--- src/pkg/ppi_defines.svh ---
// constants for the polled input pattern interrupt unit
`ifndef PPI_DEFINES_SVH
`define PPI_DEFINES_SVH
`define PPI_PORT_W        8
`define PPI_CMP_RESET     8'h00
`define PPI_MASK_RESET    8'h00
`define PPI_MASK_OFF      8'h00
`endif

--- src/pkg/ppi_pkg.sv ---
// types for the polled input pattern interrupt unit
package ppi_pkg;
   typedef struct packed {
      logic [7:0] cmp;
      logic [7:0] mask;
   } ppi_pattern_t;

   typedef struct packed {
      logic check_gap;
      logic check_note;
      logic in_delay;
      logic in_handler;
      logic handler_ret;
   } ppi_seq_t;

   typedef enum logic [1:0] {
      PPI_IDLE    = 2'b01,
      PPI_HANDLER = 2'b10
   } ppi_state_t;
endpackage : ppi_pkg

--- src/rtl/ppi_unit.sv ---
// polled input pattern interrupt unit
//
// What this block does
// - check inputs between every two consecutive instructions.
// - during melody playback, check between successive notes.
// - during delay instructions, check every cycle of the delay.
// - on armed match, request an immediate call to the handler.
// - inputs ANDed with mask; masked-off bits never matter.
// - match only when masked inputs equal compare byte exactly.
// - bit n of mask and compare maps to input n.
// - arming supplies compare byte then mask byte; both latched.
// - one pattern held; new arming replaces the old.
// - arming with zero mask disables the interrupt.
// - taking the interrupt disarms the unit.
// - arming inside the handler takes effect at handler return.
// - re-armed with condition still true, interrupt can fire on return.
// - after return, resume at next main-program instruction.
// - interrupted delay or playback drops its remaining time.
`timescale 1ns/1ps
`include "ppi_defines.svh"

module ppi_unit #(
   parameter int PORT_W = `PPI_PORT_W
) (
   input  wire logic                 clk,
   input  wire logic                 resetn,
   input  wire logic [PORT_W-1:0]    in_pins,
   input  wire logic                 arm_valid,
   input  wire ppi_pkg::ppi_pattern_t arm_pattern,
   input  wire ppi_pkg::ppi_seq_t    seq,
   output logic                      irq_call,
   output logic                      abort_delay,
   output logic                      skip_to_next,
   output logic                      armed,
   output logic                      in_handler
);

   // the match function and the pattern struct are fixed at one byte
   if (PORT_W != 8) begin : g_port_w_check
      $error("ppi_unit supports an 8-bit input port only");
   end

   ppi_pkg::ppi_pattern_t pat, next_pat;
   ppi_pkg::ppi_pattern_t pend_pat, next_pend_pat;
   logic                  pend, next_pend;
   logic                  next_armed;
   ppi_pkg::ppi_state_t   state, next_state;
   logic                  next_irq_call;
   logic                  next_abort_delay;
   logic                  next_skip;
   logic                  next_in_handler;
   logic                  match;
   logic                  poll;

   function automatic logic ppi_match(input logic [7:0] pins, input ppi_pkg::ppi_pattern_t p);
      ppi_match = ((pins & p.mask) == p.cmp);
   endfunction : ppi_match

   always_comb begin
      // poll points: instruction gap, note gap, every delay cycle
      poll  = seq.check_gap | seq.check_note | seq.in_delay;
      match = ppi_match(in_pins, pat);
      next_pat         = pat;
      next_pend_pat    = pend_pat;
      next_pend        = pend;
      next_armed       = armed;
      next_state       = state;
      next_irq_call    = 1'b0;
      next_abort_delay = 1'b0;
      next_skip        = 1'b0;
      next_in_handler  = in_handler;
      unique case (state)
         ppi_pkg::PPI_IDLE: begin
            if (arm_valid) begin
               next_pat   = arm_pattern;
               next_armed = (arm_pattern.mask != `PPI_MASK_OFF);
            end else if (armed && poll && match) begin
               next_irq_call    = 1'b1;
               next_armed       = 1'b0;
               next_abort_delay = seq.in_delay | seq.check_note;
               next_state       = ppi_pkg::PPI_HANDLER;
               next_in_handler  = 1'b1;
            end
         end
         ppi_pkg::PPI_HANDLER: begin
            if (arm_valid) begin
               next_pend_pat = arm_pattern;
               next_pend     = 1'b1;
            end
            if (seq.handler_ret) begin
               next_skip       = 1'b1;
               next_state      = ppi_pkg::PPI_IDLE;
               next_in_handler = 1'b0;
               if (next_pend) begin
                  next_pat   = arm_valid ? arm_pattern : pend_pat;
                  // armed now, so a still-true condition fires at the next poll
                  next_armed = (next_pat.mask != `PPI_MASK_OFF);
               end
               next_pend = 1'b0;
            end
         end
      endcase
   end

   always_ff @(posedge clk or negedge resetn) begin
      if (!resetn) begin
         pat.cmp       <= `PPI_CMP_RESET;
         pat.mask      <= `PPI_MASK_RESET;
         pend_pat.cmp  <= `PPI_CMP_RESET;
         pend_pat.mask <= `PPI_MASK_RESET;
         pend          <= 1'b0;
         armed         <= 1'b0;
         state         <= ppi_pkg::PPI_IDLE;
         irq_call      <= 1'b0;
         abort_delay   <= 1'b0;
         skip_to_next  <= 1'b0;
         in_handler    <= 1'b0;
      end else begin
         pat          <= next_pat;
         pend_pat     <= next_pend_pat;
         pend         <= next_pend;
         armed        <= next_armed;
         state        <= next_state;
         irq_call     <= next_irq_call;
         abort_delay  <= next_abort_delay;
         skip_to_next <= next_skip;
         in_handler   <= next_in_handler;
      end
   end

endmodule : ppi_unit

--- config.mk ---
export PLATFORM = sky130hd
export DESIGN_NAME = ppi_unit
export DESIGN_NICKNAME = d
export VERILOG_FILES = /design/src/pkg/ppi_pkg.sv /design/src/rtl/ppi_unit.sv
export VERILOG_INCLUDE_DIRS = /design/src /design/src/pkg
export SDC_FILE = /design/constraint.sdc
export NUM_CORES = 1
export LEC_CHECK = 0
export BUFFER_PORTS_ARGS = -buffer_cell sky130_fd_sc_hd__buf_2
export CORE_MARGIN = 1
export CORE_UTILIZATION = 30
export DETAILED_ROUTE_END_ITERATION = 10
export PLACE_DENSITY = 0.5
export SLEW_MARGIN = 30
export SYNTH_ARGS = -nofsm -noshare
export SYNTH_HDL_FRONTEND = slang
export SYNTH_SLANG_ARGS = --single-unit
export TNS_END_PERCENT = 100
--- constraint.sdc ---
create_clock -name clk -period 3 [get_ports clk]
set_input_delay 0.6 -clock clk [delete_from_list [all_inputs] [get_ports clk]]
set_output_delay 0.6 -clock clk [all_outputs]
set_load 0.05 [all_outputs]
### Yosys cells after proc, flatten, opt, wreduce, memory -nomap -nowiden

Index checks and enable logic that the tools add are counted.

| storage, ports and cells | value |
|---|---|
| bits in registers | 40 |
| bits of input ports | 32 |
| output and inout bits | 5 |
| logic and storage cells | 60 |

| operators by class | value |
|---|---|
| equal/unequal tests | 9 |
| mux-type cells | 29 |
| bitwise operators | 4 |
| reductions and logical operators | 7 |

Operators with widths:

| operator | count |
|---|---|
| 2-to-1 mux 16 bit | 4 |
| case mux 16 bit (2 select lines) | 1 |
| 2-to-1 mux 1 bit | 18 |
| nonzero test 8 bit | 2 |
| inequality test 2 bit (second input constant) | 5 |
| AND reduction 3 bit | 3 |
| AND 8 bit | 1 |
| == test 8 bit | 1 |
| 2-to-1 mux 2 bit | 3 |
| case mux 1 bit (2 select lines) | 2 |
| case mux 2 bit (2 select lines) | 1 |
| inequality test 3 bit (second input constant) | 1 |
| bitwise OR 1 bit | 3 |
| == test 2 x 1 -> 1 bit (second input constant) | 1 |
| == test 2 bit (second input constant) | 1 |
| logical AND 1 bit | 2 |

### Depth between registers and ports, before layout

Gate-level depths: netlist (run 1).

| depth | value |
|---|---|
| word-level depth | 7 |
| gate-level depth with buffers | 7 |
| mapped depth without buffers | 5 |

### Worst setup path before layout (run 1)

No wires, ideal clock.

| timing path | value |
|---|---|
| path type | input to register |
| from | in in_pins[2] |
| to | reg state[0] |
| setup time | 77 ps |
| arrival time | 1942 ps |
| data required time | 2923 ps |
| path slack | 981 ps |
| stages on the path | 5 |
| buffers on the path | 0 |
| path through | a21o_1 -> a211oi_2 -> or4b_1 -> or3_4 -> a21o_1 |

| on the way | value |
|---|---|
| longest elaborated chain between the ends | 5 |

Ends and longest elaborated chain:

| item | RTL line | text |
|---|---|---|
| from (decl) | ppi_unit.sv:27 | `input wire logic [PORT_W-1:0] in_pins,` |
| AND 8 bit | ppi_unit.sv:56 | `ppi_match = ((pins & p.mask) == p.cmp);` |
| == test 8 bit | ppi_unit.sv:56 |  |
| logical AND 1 bit | ppi_unit.sv:77 | `end else if (armed && poll && match) begin` |
| inequality test 2 bit (no source line) | -- |  |
| AND reduction 3 bit (no source line) | -- |  |
| to (signal assigned) | ppi_unit.sv:113 | `state <= ppi_pkg::PPI_IDLE;` |
| to (signal assigned) | ppi_unit.sv:123 | `state <= next_state;` |
| to (decl) | ppi_unit.sv:47 | `ppi_pkg::ppi_state_t state, next_state;` |

Every way passes these cells.
A chain may end at the register's enable or synchronous reset.

### Worst setup path in the final report (run 1)

Ends and elaborated chain as after synthesis.

==> flow_metrics.tcl, run 1 <==
set metrics [dict create \
    via_per_inst 4.727 \
    synth_seq_area_share 0.5405 \
    setup_viol 0 \
    dp_hpwl_um 2627 \
    postLayoutCellArea_sq_um 2145 \
    clkTransAtPathRegs_ns 0.07 \
    tns_ns 0 \
    dpl_cell_area_sq_um 2061 \
    ys_types 31 \
    cp_max_fo 4 \
    cp-start-kind "primary input" \
    gr-total-overflow 0 \
    grt_pass1_vias 1274 \
    required_ns 3.22 \
    finalCritPeriodShare 0.6589 \
    cts_tree "yes" \
    antenna_found_initial 0 \
    ff2ff_path_depth 5 \
    criticalPathCategory "primary input to flop" \
    r2r-start "pat[10]" \
    grt_max_degree 40 \
    rsz0062_at_grt "no" \
    vdd_drop_max_uv 420.5 \
    rows 27 \
    rr_endpoint "state[0]" \
    drv_cap 0 \
    rrSetupSlack_ns 1.05 \
    clock.fmax_mhz 505.9 \
    drt_first_pass_iters 4 \
    utilization 0.3801 \
    nets 230 \
    arrival_ns 2.19 \
    root_buffer "clkbuf_8" \
    slew_headroom 0.4916 \
    pin_count 37 \
    drive_above_1_share 0.3266 \
    grt_pass1_wl_um 6196 \
    hold_violations 0 \
    worstSetupEndpointType "flop" \
    die_h_um 79.63 \
    drtAntennaViolNets 0 \
    port_buffers 35 \
    vias 1281 \
    leakage_nw 0.9414 \
    dieArea_sq_um 6341 \
    drv_slew 0 \
    syn_area_per_cell_sq_um 11.23 \
    area_growth_syn_to_layout_pct 18.62 \
    clk_latency_ns 0.28 \
    dp_cells 263 \
    wl_um 3670 \
    synth_seq_cells 39 \
    core_sq_um 5642 \
    min_period_ns 1.977 \
    hp-class "primary input to asynchronous set/reset pin" \
    clock_path_buffers 2 \
    drc 0 \
    htree_levels 2 \
    cts-resized-gates 0 \
    dieWidth_um 79.63 \
    syn_inst 161 \
    outcome "finished, final reports clean" \
    tightestPinTransition_ns 0.7608 \
    drt-initial-drc-count 50 \
    p_per_area_nw_per_um2 999.3 \
    syn-num-nets 193 \
    syn_area_sq_um 1808 \
    globalRouteTotalUtil 0.1310 \
    insertedDiodeCount 0 \
    clock_skew_ns 0.005894 \
    start_util 0.3205 \
    n_fill_cell 573 \
    wl_per_cell_um 13.54 \
    postCtsSetupRepairBufs 0 \
    gp_congestion 0.7093 \
    clkSinkCount 39 \
    cts_hold_buffers 0 \
    cts_buffers 5 \
    layoutNonFillerInstCount 271 \
    yosys_warnings 0 \
]
## metrics by stage
step           setup WS, ns  total power, mW  hold WS [ns]
5_1_grt              0.9018            2.327        0.3172
6_report              1.023            2.143        0.2805
3_5_place_dp         0.7043            1.824        0.4942
3_3_place_gp         0.6997            1.801        0.4872
4_1_cts               1.009            2.171        0.4644
2_1_floorplan        0.9814            1.612        0.3044
## placed cells by master, fill, tap and decap left out, drive strengths merged, types with 2 or more instances in the layout
master / count
a21o: 2
o22ai: 2
nand2b: 2
o21ai: 2
nor4: 4
clkbuf: 7
dfrtp: 38
a21oi: 24
nor2: 20
nand2: 6
and3: 5
nor2b: 2
mux2: 16
mux2i: 16
buf: 37
## worst max-delay path by stage
| stage | start | end | depth (start not counted) | slack (ns) |
|---|---|---|---|---|
| 6_report | in_pins[2] | state[0] | 6 | 1.02 |
| 3_5_place_dp | in_pins[2] | state[0] | 6 | 0.70 |
| 4_1_cts | in_pins[2] | state[0] | 6 | 1.01 |
| 3_3_place_gp | in_pins[2] | state[0] | 6 | 0.70 |
| 5_1_grt | state[0] | pat[2] | 6 | 0.90 |
| 2_1_floorplan | in_pins[2] | state[0] | 5 | 0.98 |
## synthesized netlist by cell type (all sizes together)
master,number,area share
a211oi,1,0.0069
a21boi,1,0.0042
a21o,2,0.0083
a21oi,24,0.066
a22oi,1,0.0042
and2,1,0.0035
and3,5,0.017
and3b,1,0.0048
buf,1,0.0028
clkbuf,6,0.012
dfrtp,38,0.53
dfstp,1,0.015
mux2,16,0.10
mux2i,16,0.089
nand2,6,0.012
nand2b,2,0.0069
nand3,1,0.0028
nor2,20,0.043
nor2b,2,0.0069
nor3,1,0.0055
nor4,4,0.014
o21a,1,0.0042
o21ai,2,0.0055
o221a,1,0.0062
o22a,1,0.0048
o22ai,2,0.0069
o31a,1,0.0048
or3,1,0.0062
or4b,1,0.0055
xnor2,1,0.0048
## critical path, cell delays in order
cell and delay (ns):
buf_2 0.10, a21o_1 0.18, a211oi_2 0.18, or4b_1 0.52
or3_4 0.42, a21o_1 0.19
## cells by family after synthesis
group	synth area share
compound gates	0.1225
xor+xnor	0.004845
buf+inv	0.01522
flops	0.5405
mux	0.1882
simple gates	0.1287
## registers in the layout, summed over array words and instances (netlist names)
| name | cells |
|---|---|
| armed | 1 |
| pend | 1 |
| pend_pat | 16 |
| skip_to_next | 1 |
| irq_call | 1 |
| abort_delay | 1 |
| state | 2 |
| pat | 16 |
## where the power goes
part	internal (mW)	total, mW	switching, mW
sequential	0.790	0.958	0.168
combinational	0.399	0.850	0.451
clock	0.163	0.336	0.173
total	1.35	2.14	0.791
## layer usage
layer,share of wire,global-route usage,vias up
met5,0,0,-
met4,0.0098,0.04364,0
met3,0.059,0.04000,5
met2,0.45,0.2051,34
met1,0.48,0.1710,589
li1,-,-,653
## final cells by class
| cell class | instances | area (sq um) | share of cell area |
|---|---|---|---|
| Tap cell | 72 | 90.09 | 0.04201 |
| Clock inverter | 1 | 5.005 | 0.002334 |
| Timing Repair Buffer | 37 | 192.7 | 0.08985 |
| Clock buffer | 7 | 76.32 | 0.03559 |
| Sequential cell | 39 | 977.2 | 0.4557 |
| Multi-Input combinational cell | 115 | 803.3 | 0.3746 |
(Power assumes the default switching activity.)
==> run 2, diff against run 1 <==
Settings changed: ABC_AREA from default to 1, PLACE_DENSITY 0.5 to 0.49.
Clock period 3 ns to 2 ns, I/O delays scaled along.
==> run 2 against run 1 <==
Count of clock-buffer cells in the layout unchanged. Synthesized area up 9.8%. Core utilization down 1.8 points. Power grew 64%. Via count increased by 30%. Non-clock buffer count unchanged. Routed wire length rose by 26%. Synthesized cell count grew 55%. Critical endpoint is now pat[0]. Largest power group is now combinational cells.
==> flow_metrics.tcl, run 2 <==
set metrics [dict create \
    port_buffers 35 \
    path_common_cell "inv_2" \
    n_fill_cell 667 \
    cts_tree "yes" \
    tns_ns 0 \
    outcome "finished, final reports clean" \
    ys_types 26 \
    worstSetupEndpointType "flop" \
    tightestPinTransition_ns 0.5075 \
    root_buffer "clkbuf_8" \
    wl_per_cell_um 12.76 \
    leakage_nw 1.127 \
    synthArstFlopShare 1.000 \
    cts_buffers 5 \
    ys.flop_type "dfrtp_1" \
    layout_common_cells "65 x nand2_1, 38 x dfrtp_1, 35 x buf_2" \
    yosys.area.top_type "dfrtp_1" \
    clkTransAtPathRegs_ns 0.08 \
    htree_levels 2 \
    final_common_cell "nand2_1" \
    cts_hold_buffers 0 \
    wl_um 4606 \
    setup_viol 0 \
    grt_pass1_wl_um 7817 \
    nets 315 \
    via_per_inst 4.607 \
    synth_top_cells_by_area "dfrtp_1 48%, nand2_1 12%, o21ai_0 6.3%" \
    drive_above_1_share 0.2113 \
    clock_path_buffers 2 \
    slowest_stage "dfrtp_1" \
    p_per_area_nw_per_um2 1529 \
    finalCritPeriodShare 0.8730 \
    synth_most_common_cell "nand2_1" \
    clock_skew_ns 0.007058 \
    vias 1663 \
    drt_first_pass_iters 4 \
    pin_count 37 \
    drv_cap 0 \
    area_growth_syn_to_layout_pct 15.76 \
    die_h_um 83.33 \
    grt_max_degree 40 \
    required_ns 2.21 \
    syn_area_sq_um 1984 \
    synth_seq_area_share 0.4924 \
    dp_hpwl_um 3190 \
    clock.fmax_mhz 572.7 \
    syn_inst 250 \
    cts-resized-gates 0 \
    start_util 0.3125 \
    syn_area_per_cell_sq_um 7.938 \
    core_sq_um 6350 \
    cpPeakStageDelay_ns 0.36 \
    postCtsSetupRepairBufs 0 \
    syn-num-nets 282 \
    ff2ff_path_depth 6 \
    vdd_drop_max_uv 589.8 \
    synth_seq_cells 39 \
    gr-total-overflow 0 \
    path_cells "inv_2 -> nor2_4 -> inv_2 -> buf_12 -> or2_2 -> a31oi_1" \
    insertedDiodeCount 0 \
    synth.top_cells.by_count "65 x nand2_1, 38 x dfrtp_1, 26 x nor2_1" \
    min_period_ns 1.746 \
    arrival_ns 1.96 \
    hold_violations 0 \
    antenna_found_initial 0 \
    clk_latency_ns 0.29 \
    drv_slew 0 \
    drtAntennaViolNets 0 \
    globalRouteTotalUtil 0.1435 \
    drt-initial-drc-count 49 \
    clkSinkCount 39 \
    rows 29 \
    gp_congestion 0.7229 \
    cp-start-kind "flop" \
    drc 0 \
    hp-class "primary input to asynchronous set/reset pin" \
    reg_top3 "pat: 16 flops, pend_pat: 16 flops, state: 2 flops" \
    dieWidth_um 83.33 \
    synth_top_area_share 0.4792 \
    slew_headroom 0.6617 \
    grt_pass1_vias 1625 \
    criticalPathCategory "flop to flop" \
    whs_ns 0.1492 \
    yosys_warnings 0 \
    dieArea_sq_um 6944 \
    cp_max_fo 25 \
    rsz0062_at_grt "no" \
    synth-edff-count 0 \
]
[run 2: cell type report]
cell class | count | area [sq um] | area share
flip-flops and latches | 39 | 977.2 | 0.4254
inverters | 22 | 85.08 | 0.03704
clock buffers | 7 | 86.33 | 0.03758
well taps | 77 | 96.34 | 0.04194
repair buffers | 37 | 202.7 | 0.08824
multi-input cells | 178 | 844.6 | 0.3676
clock inverters | 1 | 5.005 | 0.002179
[run 2: routing by layer]
metal,share of wire,GRT usage,up-vias
met5,0,0,-
met4,0.010,0.04232,0
met3,0.033,0.03280,4
met2,0.46,0.2332,34
met1,0.49,0.1905,746
li1,-,-,879
[run 2: critical path: cells and delay by family (launching register included)]
| family | cells | cell delay (ns) |
|---|---|---|
| buf+inv | 3 | 0.52 |
| simple gates | 2 | 0.61 |
| compound gates | 1 | 0.16 |
| flops | 1 | 0.36 |
[run 2: kinds of logic after synthesis]
family | Yosys count | synth area share
buffers and inverters | 33 | 0.08196
AOI/OAI and AO/OA | 54 | 0.1501
and+or+nand+nor | 123 | 0.2711
DFF | 39 | 0.4924
xor gates and xnor gates | 1 | 0.004414
[run 2: final timing paths]
kind | slack (ns) | start | end
worst max-delay path | 0.25 | state[1] | pat[0]
worst min-delay path | 0.15 | resetn | skip_to_next
worst max register to register | 0.25 | state[1] | pat[0]
worst min register to register | 0.47 | pend_pat[6] | pend_pat[6]
max in group asynchronous | 1.49 | resetn | pend_pat[5]
min in group clk | 0.37 | arm_pattern[12] | pat[12]
[run 2: per-stage QoR]
stage	total power, mW	setup slack (ns)	instance area, sq um	util	instances
2_1_floorplan	2.640	0.4407	1984	-	250
3_3_place_gp	2.972	0.2392	2206	0.3474	353
3_5_place_dp	3.000	0.2318	2206	0.3474	353
4_1_cts	3.572	0.2107	2297	0.3618	361
5_1_grt	3.878	0.05807	2297	0.3618	361
6_report	3.513	0.2540	2297	0.3618	361
[run 2: power by group]
group	leakage, nW	internal (mW)	switching [mW]
logic	0.616	0.568	0.966
clock network	0.0482	0.279	0.281
registers	0.462	1.19	0.231
